==> config.mk <==
export PLATFORM = sky130hd
export DESIGN_NAME = drs_rail_selector
export DESIGN_NICKNAME = d
export VERILOG_FILES = /design/src/rtl/drs_pkg.sv /design/src/rtl/drs_ahb_regs.sv /design/src/rtl/drs_delay_line.sv /design/src/rtl/drs_rail_selector.sv
export SDC_FILE = /design/constraint.sdc
export NUM_CORES = 1
export LEC_CHECK = 0
export BUFFER_PORTS_ARGS = -buffer_cell sky130_fd_sc_hd__buf_2
export CAP_MARGIN = 25
export CORE_MARGIN = 5
export CORE_UTILIZATION = 50
export CTS_BUF_LIST = sky130_fd_sc_hd__clkbuf_4
export CTS_CLUSTER_DIAMETER = 50
export CTS_CLUSTER_SIZE = 14
export DETAILED_ROUTE_END_ITERATION = 12
export PLACE_DENSITY = 0.69
export SETUP_SLACK_MARGIN = 0.02
export SYNTH_ARGS = -nofsm -noshare
export SYNTH_HDL_FRONTEND = slang
export SYNTH_HIERARCHICAL = 1
export SYNTH_SLANG_ARGS = --single-unit
==> constraint.sdc <==
create_clock -name clock_i -period 5.95 [get_ports clock_i]
set_input_delay 1.785 -clock clock_i [delete_from_list [all_inputs] [get_ports clock_i]]
set_output_delay 1.785 -clock clock_i [all_outputs]
set_load 0.005 [all_outputs]
==> src/rtl/drs_pkg.sv <==
// Shared constants, register map and carrier types of the rail selector.
package drs_pkg;
  localparam int unsigned DATA_W = 32;
  localparam int unsigned SAMPLE_W = 16;
  localparam int unsigned LEVEL_W = 15;
  localparam int unsigned DELAY_MAX = 32;

  // Register byte addresses.
  localparam logic [7:0] ADDR_CTRL = 8'h00;
  localparam logic [7:0] ADDR_THRESH = 8'h04;
  localparam logic [7:0] ADDR_BATT = 8'h08;
  localparam logic [7:0] ADDR_TIMING = 8'h0c;
  localparam logic [7:0] ADDR_STATUS = 8'h10;

  // Control register field positions.
  localparam int unsigned CTRL_PATH_EN = 0;
  localparam int unsigned CTRL_NOBATT = 1;
  localparam int unsigned CTRL_MODE_LO = 4;
  localparam int unsigned CTRL_METH_LO = 8;

  // Supply modes and threshold methods.
  localparam logic [1:0] MODE_AUTO = 2'h0;
  localparam logic [1:0] MODE_HIGH = 2'h1;
  localparam logic [1:0] MODE_BATT = 2'h2;
  localparam logic [1:0] METH_FIXED = 2'h0;
  localparam logic [1:0] METH_BATT = 2'h1;
  localparam logic [1:0] METH_MIN = 2'h2;

  // Reset values.
  localparam logic [1:0] MODE_RST = MODE_AUTO;
  localparam logic [1:0] METH_RST = METH_BATT;
  localparam logic [14:0] FIXED_THR_RST = 15'h2000;
  localparam logic [14:0] HEADROOM_RST = 15'h0400;
  localparam logic [14:0] BATT_LOW_RST = 15'h1800;
  localparam logic [15:0] HOLD_RST = 16'h0100;
  localparam logic [4:0] DELAY_RST = 5'h08;

  // AHB-Lite transfer and size codes.
  localparam logic [1:0] HTRANS_NONSEQ = 2'h2;
  localparam logic [2:0] HSIZE_WORD = 3'h2;

  typedef struct packed {
    logic speaker_path_enable;
    logic no_battery_supply;
    logic [1:0] amp_supply_mode;
    logic [1:0] switch_threshold_method;
    logic [14:0] fixed_switch_threshold;
    logic [14:0] battery_relative_headroom;
    logic [14:0] battery_low_level;
    logic [15:0] low_rail_hold_time;
    logic [4:0] signal_path_delay;
  } drs_cfg_t;

  typedef struct packed {
    logic valid;
    logic signed [15:0] data;
  } drs_sample_t;
endpackage

==> src/rtl/drs_ahb_regs.sv <==
// AHB-Lite register slave holding configuration and showing status.
`timescale 1ns/10ps
module drs_ahb_regs (
  input wire logic clock_i,
  input wire logic resetn_i,
  input wire logic hsel_i,
  input wire logic [7:0] haddr_i,
  input wire logic [1:0] htrans_i,
  input wire logic hwrite_i,
  input wire logic [2:0] hsize_i,
  input wire logic [31:0] hwdata_i,
  input wire logic hready_i,
  input wire logic [3:0] status_i,
  output logic [31:0] hrdata_o,
  output logic hreadyout_o,
  output logic hresp_o,
  output drs_pkg::drs_cfg_t cfg_o
);
  drs_pkg::drs_cfg_t cfg_reg;
  drs_pkg::drs_cfg_t cfg_next;
  logic wr_pend_reg;
  logic wr_pend_next;
  logic [7:0] addr_reg;
  logic [7:0] addr_next;
  logic [31:0] rdata_reg;
  logic [31:0] rdata_next;
  logic take;

  function automatic logic [31:0] read_word(input logic [7:0] a,
      input drs_pkg::drs_cfg_t c, input logic [3:0] st);
    logic [31:0] w;
    w = 32'h0000_0000;
    case (a)
      drs_pkg::ADDR_CTRL: begin
        w[drs_pkg::CTRL_PATH_EN] = c.speaker_path_enable;
        w[drs_pkg::CTRL_NOBATT] = c.no_battery_supply;
        w[drs_pkg::CTRL_MODE_LO +: 2] = c.amp_supply_mode;
        w[drs_pkg::CTRL_METH_LO +: 2] = c.switch_threshold_method;
      end
      drs_pkg::ADDR_THRESH: begin
        w = {1'b0, c.battery_relative_headroom, 1'b0,
             c.fixed_switch_threshold};
      end
      drs_pkg::ADDR_BATT: w[14:0] = c.battery_low_level;
      drs_pkg::ADDR_TIMING: begin
        w = {11'h000, c.signal_path_delay, c.low_rail_hold_time};
      end
      drs_pkg::ADDR_STATUS: w[3:0] = st;
      default: w = 32'h0000_0000;
    endcase
    return w;
  endfunction

  assign take = hsel_i && hready_i && (htrans_i == drs_pkg::HTRANS_NONSEQ);

  always_comb begin
    cfg_next = cfg_reg;
    wr_pend_next = take && hwrite_i && (hsize_i == drs_pkg::HSIZE_WORD);
    addr_next = take ? haddr_i : addr_reg;
    rdata_next = rdata_reg;
    if (take && !hwrite_i) begin
      rdata_next = read_word(haddr_i, cfg_reg, status_i);
    end
    if (wr_pend_reg) begin
      case (addr_reg)
        drs_pkg::ADDR_CTRL: begin
          cfg_next.speaker_path_enable = hwdata_i[drs_pkg::CTRL_PATH_EN];
          cfg_next.no_battery_supply = hwdata_i[drs_pkg::CTRL_NOBATT];
          cfg_next.amp_supply_mode = hwdata_i[drs_pkg::CTRL_MODE_LO +: 2];
          cfg_next.switch_threshold_method =
            hwdata_i[drs_pkg::CTRL_METH_LO +: 2];
        end
        drs_pkg::ADDR_THRESH: begin
          cfg_next.fixed_switch_threshold = hwdata_i[14:0];
          cfg_next.battery_relative_headroom = hwdata_i[30:16];
        end
        drs_pkg::ADDR_BATT: cfg_next.battery_low_level = hwdata_i[14:0];
        drs_pkg::ADDR_TIMING: begin
          cfg_next.low_rail_hold_time = hwdata_i[15:0];
          cfg_next.signal_path_delay = hwdata_i[20:16];
        end
        default: cfg_next = cfg_reg;
      endcase
    end
  end

  always_ff @(posedge clock_i or negedge resetn_i) begin
    if (!resetn_i) begin
      cfg_reg.speaker_path_enable <= 1'b0;
      cfg_reg.no_battery_supply <= 1'b0;
      cfg_reg.amp_supply_mode <= drs_pkg::MODE_RST;
      cfg_reg.switch_threshold_method <= drs_pkg::METH_RST;
      cfg_reg.fixed_switch_threshold <= drs_pkg::FIXED_THR_RST;
      cfg_reg.battery_relative_headroom <= drs_pkg::HEADROOM_RST;
      cfg_reg.battery_low_level <= drs_pkg::BATT_LOW_RST;
      cfg_reg.low_rail_hold_time <= drs_pkg::HOLD_RST;
      cfg_reg.signal_path_delay <= drs_pkg::DELAY_RST;
      wr_pend_reg <= 1'b0;
      addr_reg <= 8'h00;
      rdata_reg <= 32'h0000_0000;
    end else begin
      cfg_reg <= cfg_next;
      wr_pend_reg <= wr_pend_next;
      addr_reg <= addr_next;
      rdata_reg <= rdata_next;
    end
  end

  // Zero wait states: every transfer completes in its first data cycle.
  assign hreadyout_o = 1'b1;
  assign hresp_o = 1'b0;
  assign hrdata_o = rdata_reg;
  assign cfg_o = cfg_reg;
endmodule // drs_ahb_regs

==> src/rtl/drs_delay_line.sv <==
// Programmable sample delay line for the audio path.
`timescale 1ns/10ps
module drs_delay_line #(
  parameter int unsigned DEPTH = drs_pkg::DELAY_MAX
) (
  input wire logic clock_i,
  input wire logic resetn_i,
  input wire logic [4:0] delay_i,
  input wire drs_pkg::drs_sample_t in_i,
  output drs_pkg::drs_sample_t out_o
);
  // The 5-bit pointer wraps only at 32 entries, so no other depth works.
  if (DEPTH != 32) begin : g_depth_check
    $error("drs_delay_line: DEPTH must be 32");
  end

  logic signed [15:0] mem_reg [DEPTH];
  logic signed [15:0] mem_next [DEPTH];
  logic [4:0] wptr_reg;
  logic [4:0] wptr_next;
  drs_pkg::drs_sample_t out_reg;
  drs_pkg::drs_sample_t out_next;

  always_comb begin
    mem_next = mem_reg;
    wptr_next = wptr_reg;
    out_next = out_reg;
    out_next.valid = 1'b0;
    if (in_i.valid) begin
      mem_next[wptr_reg] = in_i.data;
      wptr_next = wptr_reg + 5'h01;
      out_next.valid = 1'b1;
      // A zero delay bypasses the store so no sample is held back.
      if (delay_i == 5'h00) begin
        out_next.data = in_i.data;
      end else begin
        out_next.data = mem_reg[wptr_reg - delay_i];
      end
    end
  end

  always_ff @(posedge clock_i or negedge resetn_i) begin
    if (!resetn_i) begin
      for (int i = 0; i < DEPTH; i++) begin
        mem_reg[i] <= 16'sh0000;
      end
      wptr_reg <= 5'h00;
      out_reg <= '0;
    end else begin
      mem_reg <= mem_next;
      wptr_reg <= wptr_next;
      out_reg <= out_next;
    end
  end

  assign out_o = out_reg;
endmodule // drs_delay_line

==> src/rtl/drs_rail_selector.sv <==
// Top of the dual-rail supply selector with its audio delay path.
//
// Operation
// One enable bit turns the whole speaker playback path on or off.
// Automatic mode picks the high or battery rail from signal level.
// With automatic mode off, a fixed rail from the mode field is used.
// Mode 1: high rail with low-voltage output low; mode 2: battery, high.
// The supply mode field resets to automatic operation.
// Battery below its low level forces the high-voltage rail in auto mode.
// Method 0 uses the fixed threshold value.
// Method 1 uses measured battery voltage minus the headroom value.
// Method 2 uses the lower of the fixed and battery-relative thresholds.
// Battery rail only after level stays below threshold past hold time.
// After hold time expires, the switch waits for the next zero crossing.
// Low-voltage output is high while the battery rail is active.
// Level above threshold returns to the high-voltage rail at once.
// Low-voltage output is low while the high-voltage rail is active.
// Automatic mode delays the audio path by the programmed sample count.
// No-battery-supply bit forces the high-voltage rail, ignoring mode.
// Zero crossing is a sign change or zero sample, checked per sample.
// Any above-threshold sample restarts the hold counter.
//
// Decided for this implementation: the AHB-Lite interface to the registers and the address map.
`timescale 1ns/10ps
module drs_rail_selector (
  input wire logic clock_i,
  input wire logic resetn_i,
  input wire logic hsel_i,
  input wire logic [7:0] haddr_i,
  input wire logic [1:0] htrans_i,
  input wire logic hwrite_i,
  input wire logic [2:0] hsize_i,
  input wire logic [31:0] hwdata_i,
  input wire logic hready_i,
  output logic [31:0] hrdata_o,
  output logic hreadyout_o,
  output logic hresp_o,
  input wire logic sample_valid_i,
  input wire logic signed [15:0] sample_i,
  input wire logic [14:0] battery_voltage_i,
  output logic out_valid_o,
  output logic signed [15:0] out_sample_o,
  output logic low_voltage_enable_out_o,
  output logic amp_enable_o
);
  typedef enum logic [2:0] {
    ST_HIGH = 3'b001,
    ST_HOLD = 3'b010,
    ST_BATT = 3'b100
  } drs_state_t;

  drs_pkg::drs_cfg_t cfg;
  drs_pkg::drs_sample_t path_in;
  drs_pkg::drs_sample_t path_out;
  logic [3:0] status;

  drs_state_t state_reg;
  drs_state_t state_next;
  logic [15:0] hold_cnt_reg;
  logic [15:0] hold_cnt_next;
  logic prev_neg_reg;
  logic prev_neg_next;
  logic lv_reg;
  logic lv_next;
  logic en_reg;
  logic en_next;
  logic ovalid_reg;
  logic ovalid_next;
  logic signed [15:0] osample_reg;
  logic signed [15:0] osample_next;

  logic auto_mode;
  logic [14:0] thr_batt;
  logic [14:0] rail_switch_threshold;
  logic [14:0] level;
  logic above;
  logic zero_cross;
  logic force_high;

  // Magnitude saturates so the most negative sample does not wrap to zero.
  function automatic logic [14:0] magnitude(input logic signed [15:0] s);
    logic [15:0] m;
    m = s[15] ? 16'(-s) : 16'(s);
    return m[15] ? 15'h7fff : m[14:0];
  endfunction

  drs_ahb_regs u_regs (
    .clock_i(clock_i),
    .resetn_i(resetn_i),
    .hsel_i(hsel_i),
    .haddr_i(haddr_i),
    .htrans_i(htrans_i),
    .hwrite_i(hwrite_i),
    .hsize_i(hsize_i),
    .hwdata_i(hwdata_i),
    .hready_i(hready_i),
    .status_i(status),
    .hrdata_o(hrdata_o),
    .hreadyout_o(hreadyout_o),
    .hresp_o(hresp_o),
    .cfg_o(cfg)
  );

  assign status = {state_reg == ST_HOLD, auto_mode, en_reg, lv_reg};

  // Delay applies only in automatic mode; fixed rails pass samples straight.
  always_comb begin
    path_in.valid = sample_valid_i && cfg.speaker_path_enable;
    path_in.data = sample_i;
  end

  drs_delay_line #(
    .DEPTH(drs_pkg::DELAY_MAX)
  ) u_delay (
    .clock_i(clock_i),
    .resetn_i(resetn_i),
    .delay_i(auto_mode ? cfg.signal_path_delay : 5'h00),
    .in_i(path_in),
    .out_o(path_out)
  );

  assign auto_mode = !cfg.no_battery_supply &&
                     (cfg.amp_supply_mode == drs_pkg::MODE_AUTO);

  // Battery-relative threshold clamps at zero when headroom exceeds battery.
  assign thr_batt = (battery_voltage_i > cfg.battery_relative_headroom) ?
    battery_voltage_i - cfg.battery_relative_headroom : 15'h0000;

  always_comb begin
    case (cfg.switch_threshold_method)
      drs_pkg::METH_FIXED: rail_switch_threshold =
        cfg.fixed_switch_threshold;
      drs_pkg::METH_BATT: rail_switch_threshold = thr_batt;
      drs_pkg::METH_MIN: rail_switch_threshold =
        (thr_batt < cfg.fixed_switch_threshold) ?
        thr_batt : cfg.fixed_switch_threshold;
      default: rail_switch_threshold = thr_batt;
    endcase
  end

  // The level is judged on the undelayed input so the rail leads the audio.
  assign level = magnitude(sample_i);
  assign above = level > rail_switch_threshold;
  assign zero_cross = (sample_i == 16'sh0000) ||
                      (sample_i[15] != prev_neg_reg);
  assign force_high = battery_voltage_i < cfg.battery_low_level;

  always_comb begin
    state_next = state_reg;
    hold_cnt_next = hold_cnt_reg;
    prev_neg_next = prev_neg_reg;
    if (sample_valid_i) begin
      prev_neg_next = sample_i[15];
    end
    if (!auto_mode || force_high) begin
      state_next = ST_HIGH;
      hold_cnt_next = 16'h0000;
    end else if (sample_valid_i) begin
      case (state_reg)
        ST_HIGH: begin
          if (above) begin
            hold_cnt_next = 16'h0000;
          end else if (hold_cnt_reg >= cfg.low_rail_hold_time) begin
            state_next = ST_HOLD;
          end else begin
            hold_cnt_next = hold_cnt_reg + 16'h0001;
          end
        end
        ST_HOLD: begin
          if (above) begin
            state_next = ST_HIGH;
            hold_cnt_next = 16'h0000;
          end else if (zero_cross) begin
            state_next = ST_BATT;
          end
        end
        ST_BATT: begin
          if (above) begin
            state_next = ST_HIGH;
            hold_cnt_next = 16'h0000;
          end
        end
        default: begin
          state_next = ST_HIGH;
          hold_cnt_next = 16'h0000;
        end
      endcase
    end
  end

  always_comb begin
    en_next = cfg.speaker_path_enable;
    ovalid_next = path_out.valid;
    osample_next = path_out.data;
    if (cfg.no_battery_supply) begin
      lv_next = 1'b0;
    end else if (cfg.amp_supply_mode == drs_pkg::MODE_BATT) begin
      lv_next = 1'b1;
    end else if (cfg.amp_supply_mode == drs_pkg::MODE_HIGH) begin
      lv_next = 1'b0;
    end else if (cfg.amp_supply_mode == drs_pkg::MODE_AUTO) begin
      lv_next = (state_next == ST_BATT);
    end else begin
      lv_next = 1'b0;
    end
  end

  always_ff @(posedge clock_i or negedge resetn_i) begin
    if (!resetn_i) begin
      state_reg <= ST_HIGH;
      hold_cnt_reg <= 16'h0000;
      prev_neg_reg <= 1'b0;
      lv_reg <= 1'b0;
      en_reg <= 1'b0;
      ovalid_reg <= 1'b0;
      osample_reg <= 16'sh0000;
    end else begin
      state_reg <= state_next;
      hold_cnt_reg <= hold_cnt_next;
      prev_neg_reg <= prev_neg_next;
      lv_reg <= lv_next;
      en_reg <= en_next;
      ovalid_reg <= ovalid_next;
      osample_reg <= osample_next;
    end
  end

  assign low_voltage_enable_out_o = lv_reg;
  assign amp_enable_o = en_reg;
  assign out_valid_o = ovalid_reg;
  assign out_sample_o = osample_reg;
endmodule // drs_rail_selector
==> impl_metrics.toml <==
[clock_tree]
clock-sinks = 685
path_clk_slew_ps = 130
ctsRootBufferMaster = "clkbuf_4"
cts_inserted_buffers = 75
htreeDepth = 3
cts_tree = "built"
clkLatencyLatePin_ps = 900
postCtsHoldBufs = 0
clock_path_buffers = 3

[flow_run]
maxCapViolations = 0

[global_route]
grt-ovfl-total = 0
gr-usage-all-layers_pct = 23.9
grt_start_max_net_pins = 105
grt_pass1_wl_um = 138000
antenna_found_initial = 5
grt_pass1_vias = 23300

[logic_synthesis]
ys_seq_elements = 685
synth_area_per_cell_um2 = 13.7
ys.flop_type = "dfrtp_1"
synth_edf_count = 0
yosysUniqueCellTypes = 82
syn_area_um2 = 34000
seq_area_frac_synth_pct = 50.4
async_flop_share_pct = 100
yosysWarnings = 6
syn_inst = 2473

[setup_path]
worst_ep_required_time_ps = 6770
slowest_stage = "or4_1"
path_max_fanout = 7
startpoint_type = "input pin"
path_class = "input pin to register"
rr_worst_depth = 28
cpPeakStageDelay_ps = 500
worstSetupEndpointType = "register"
arrival_ps = 7200

[detailed_routing]
drc = 0
drt.antenna.violating_nets = 0
viasPerCell = 5.99
routed_wl_um = 88600
initialDrtViolationCount = 1513
vias = 21700
first_pass_iters = 8
wl_per_cell_um = 24.5

[status]
violations = "negative setup slack"
status = "complete, but fails checks"

[die]
die_h_um = 271
core_um2 = 67300
io-pin-count = 135
rows = 95
fp.dieW_um = 271
start_util_pct = 50.5
dieArea_um2 = 73300

[sta]
setup_viol = 20
worst_pin_slew_ps = 1060
period_share_pct = 107
setup_ws_ps = -428
hold_viol = 0
slew_violations = 0
final.setup_skew_ps = 90.2
grt_setup_unrepaired = "yes"
tns_ps = -6440
final.min_clock_period_ps = 6380
slew_headroom_pct = 28.8
max_freq_mhz = 157

[layout]
layout-drive-gt1-share_pct = 48.4
final_util_pct = 57.1
final_cell_mix = "dfrtp_1 (677), mux2_2 (602), buf_4 (148), mux4_2 (132), buf_2 (125)"
largest_reg_flops = 512
mostFrequentLayoutCell = "dfrtp_1"
fin_nets = 2858
area_growth_pct = 13.0

[placed_design]
gp_congestion = 0.876
port_buffers = 130
post-dp-hpwl_um = 59000

[power]
p_leak_nw = 18.6
p_per_area_nw_per_um2 = 252
irDropWorstVdd_mv = 0.183

[hold_path]
hold_path_depth = 0
min_path_type = "register to register"
per-layer routing:
metal  vias to the layer above  global-route usage [%]  wire [um]  part of all wire, %
li1                       9518                       -          -                    -
met1                     11400                    32.3      37500                   42
met2                       573                    40.4      43800                   49
met3                       178                    3.86       4560                  5.1
met4                         2                    7.16       2800                  3.2
met5                         -                       0         11                0.012
path summary, 6_finish.rpt:
| path | from | to | slack (ps) |
|---|---|---|---|
| worst max-delay path | battery_voltage_i[0] | hold_cnt_reg[11]$_DFFE_PN0P_ | -430 |
| worst min-delay path | u_delay/out_o[16]$_DFF_PN0_ | out_valid_o$_DFF_PN0_ | 380 |
| worst max register to register | u_regs/cfg_o[46]$_DFFE_PN1P_ | hold_cnt_reg[11]$_DFFE_PN0P_ | 60 |
| worst min register to register | u_delay/out_o[16]$_DFF_PN0_ | out_valid_o$_DFF_PN0_ | 380 |
| max in group asynchronous | resetn_i | u_delay/mem_reg[460]$_DFFE_PN0P_ | 3790 |
| min in group asynchronous | resetn_i | u_regs/cfg_o[34]$_DFFE_PN0P_ | 860 |
critical path: cells and delay by family:
kind,cells,cell delay (ps)
compound gates,13,1920
mux,1,150
xor+xnor,1,120
simple gates,8,1590
buf+inv,5,610
fa+ha+maj,4,1040
final cells by class:
cell class | instances | area, um^2
diodes | 4 | 10.0
clock buffers | 81 | 608
clock inverters | 47 | 583
fillers | 5360 | 28900
inverters | 81 | 317
multi-input cells | 1539 | 16200
flip-flops and latches | 685 | 17200
well taps | 873 | 1090
repair buffers | 309 | 2410
kinds of logic after synthesis:
kind of cell,synth area share (%)
AOI/OAI and AO/OA,5.14
xor gates and xnor gates,0.902
adders and majority gates,3.17
buffers and inverters,3.44
DFF,50.4
muxes,31.4
other,0.0221
and+or+nand+nor,5.50
cells in the mapped netlist, types with 41 or more instances:
library cell,count,area [um^2]
mux4_2,132,2970
ha_1,83,1040
mux2_2,602,6780
nand2_1,116,435
buf_2,49,245
a21oi_1,49,245
nor2_1,66,248
inv_1,81,304
mux2i_1,41,410
o31ai_1,43,323
dfrtp_1,677,16900
clkbuf_1,78,293
where the power goes:
group / leakage (nW) / switching [W] / internal (W)
Combinational: 8.57 / 0.00116 / 0.000795
Sequential: 9.37 / 0.0000856 / 0.00475
Clock: 0.637 / 0.00173 / 0.00117
repair_timing:
| action | CTS | global route |
|---|---|---|
| resized for setup | 17 | 79 |
| pin swaps | 15 | 45 |
| endpoints found under the setup margin | 20 | 20 |
| buffers inserted | 5 | 10 |
| gates cloned | 1 | 3 |
per-stage QoR:
step | hold slack (ps) | worst slack (ps) | total power (W) | area [um^2] | cells
5_1_grt | 398 | -670 | 0.0101 | 38400 | 3617
4_1_cts | 390 | -421 | 0.00971 | 37700 | 3594
6_report | 383 | -428 | 0.00969 | 38400 | 3619
3_3_place_gp | 336 | -1510 | 0.00676 | 36300 | 3453
2_1_floorplan | 331 | -831 | 0.00608 | 34200 | 2474
3_5_place_dp | 357 | -1700 | 0.00679 | 36400 | 3460
Power figures use the tool's default switching activity.
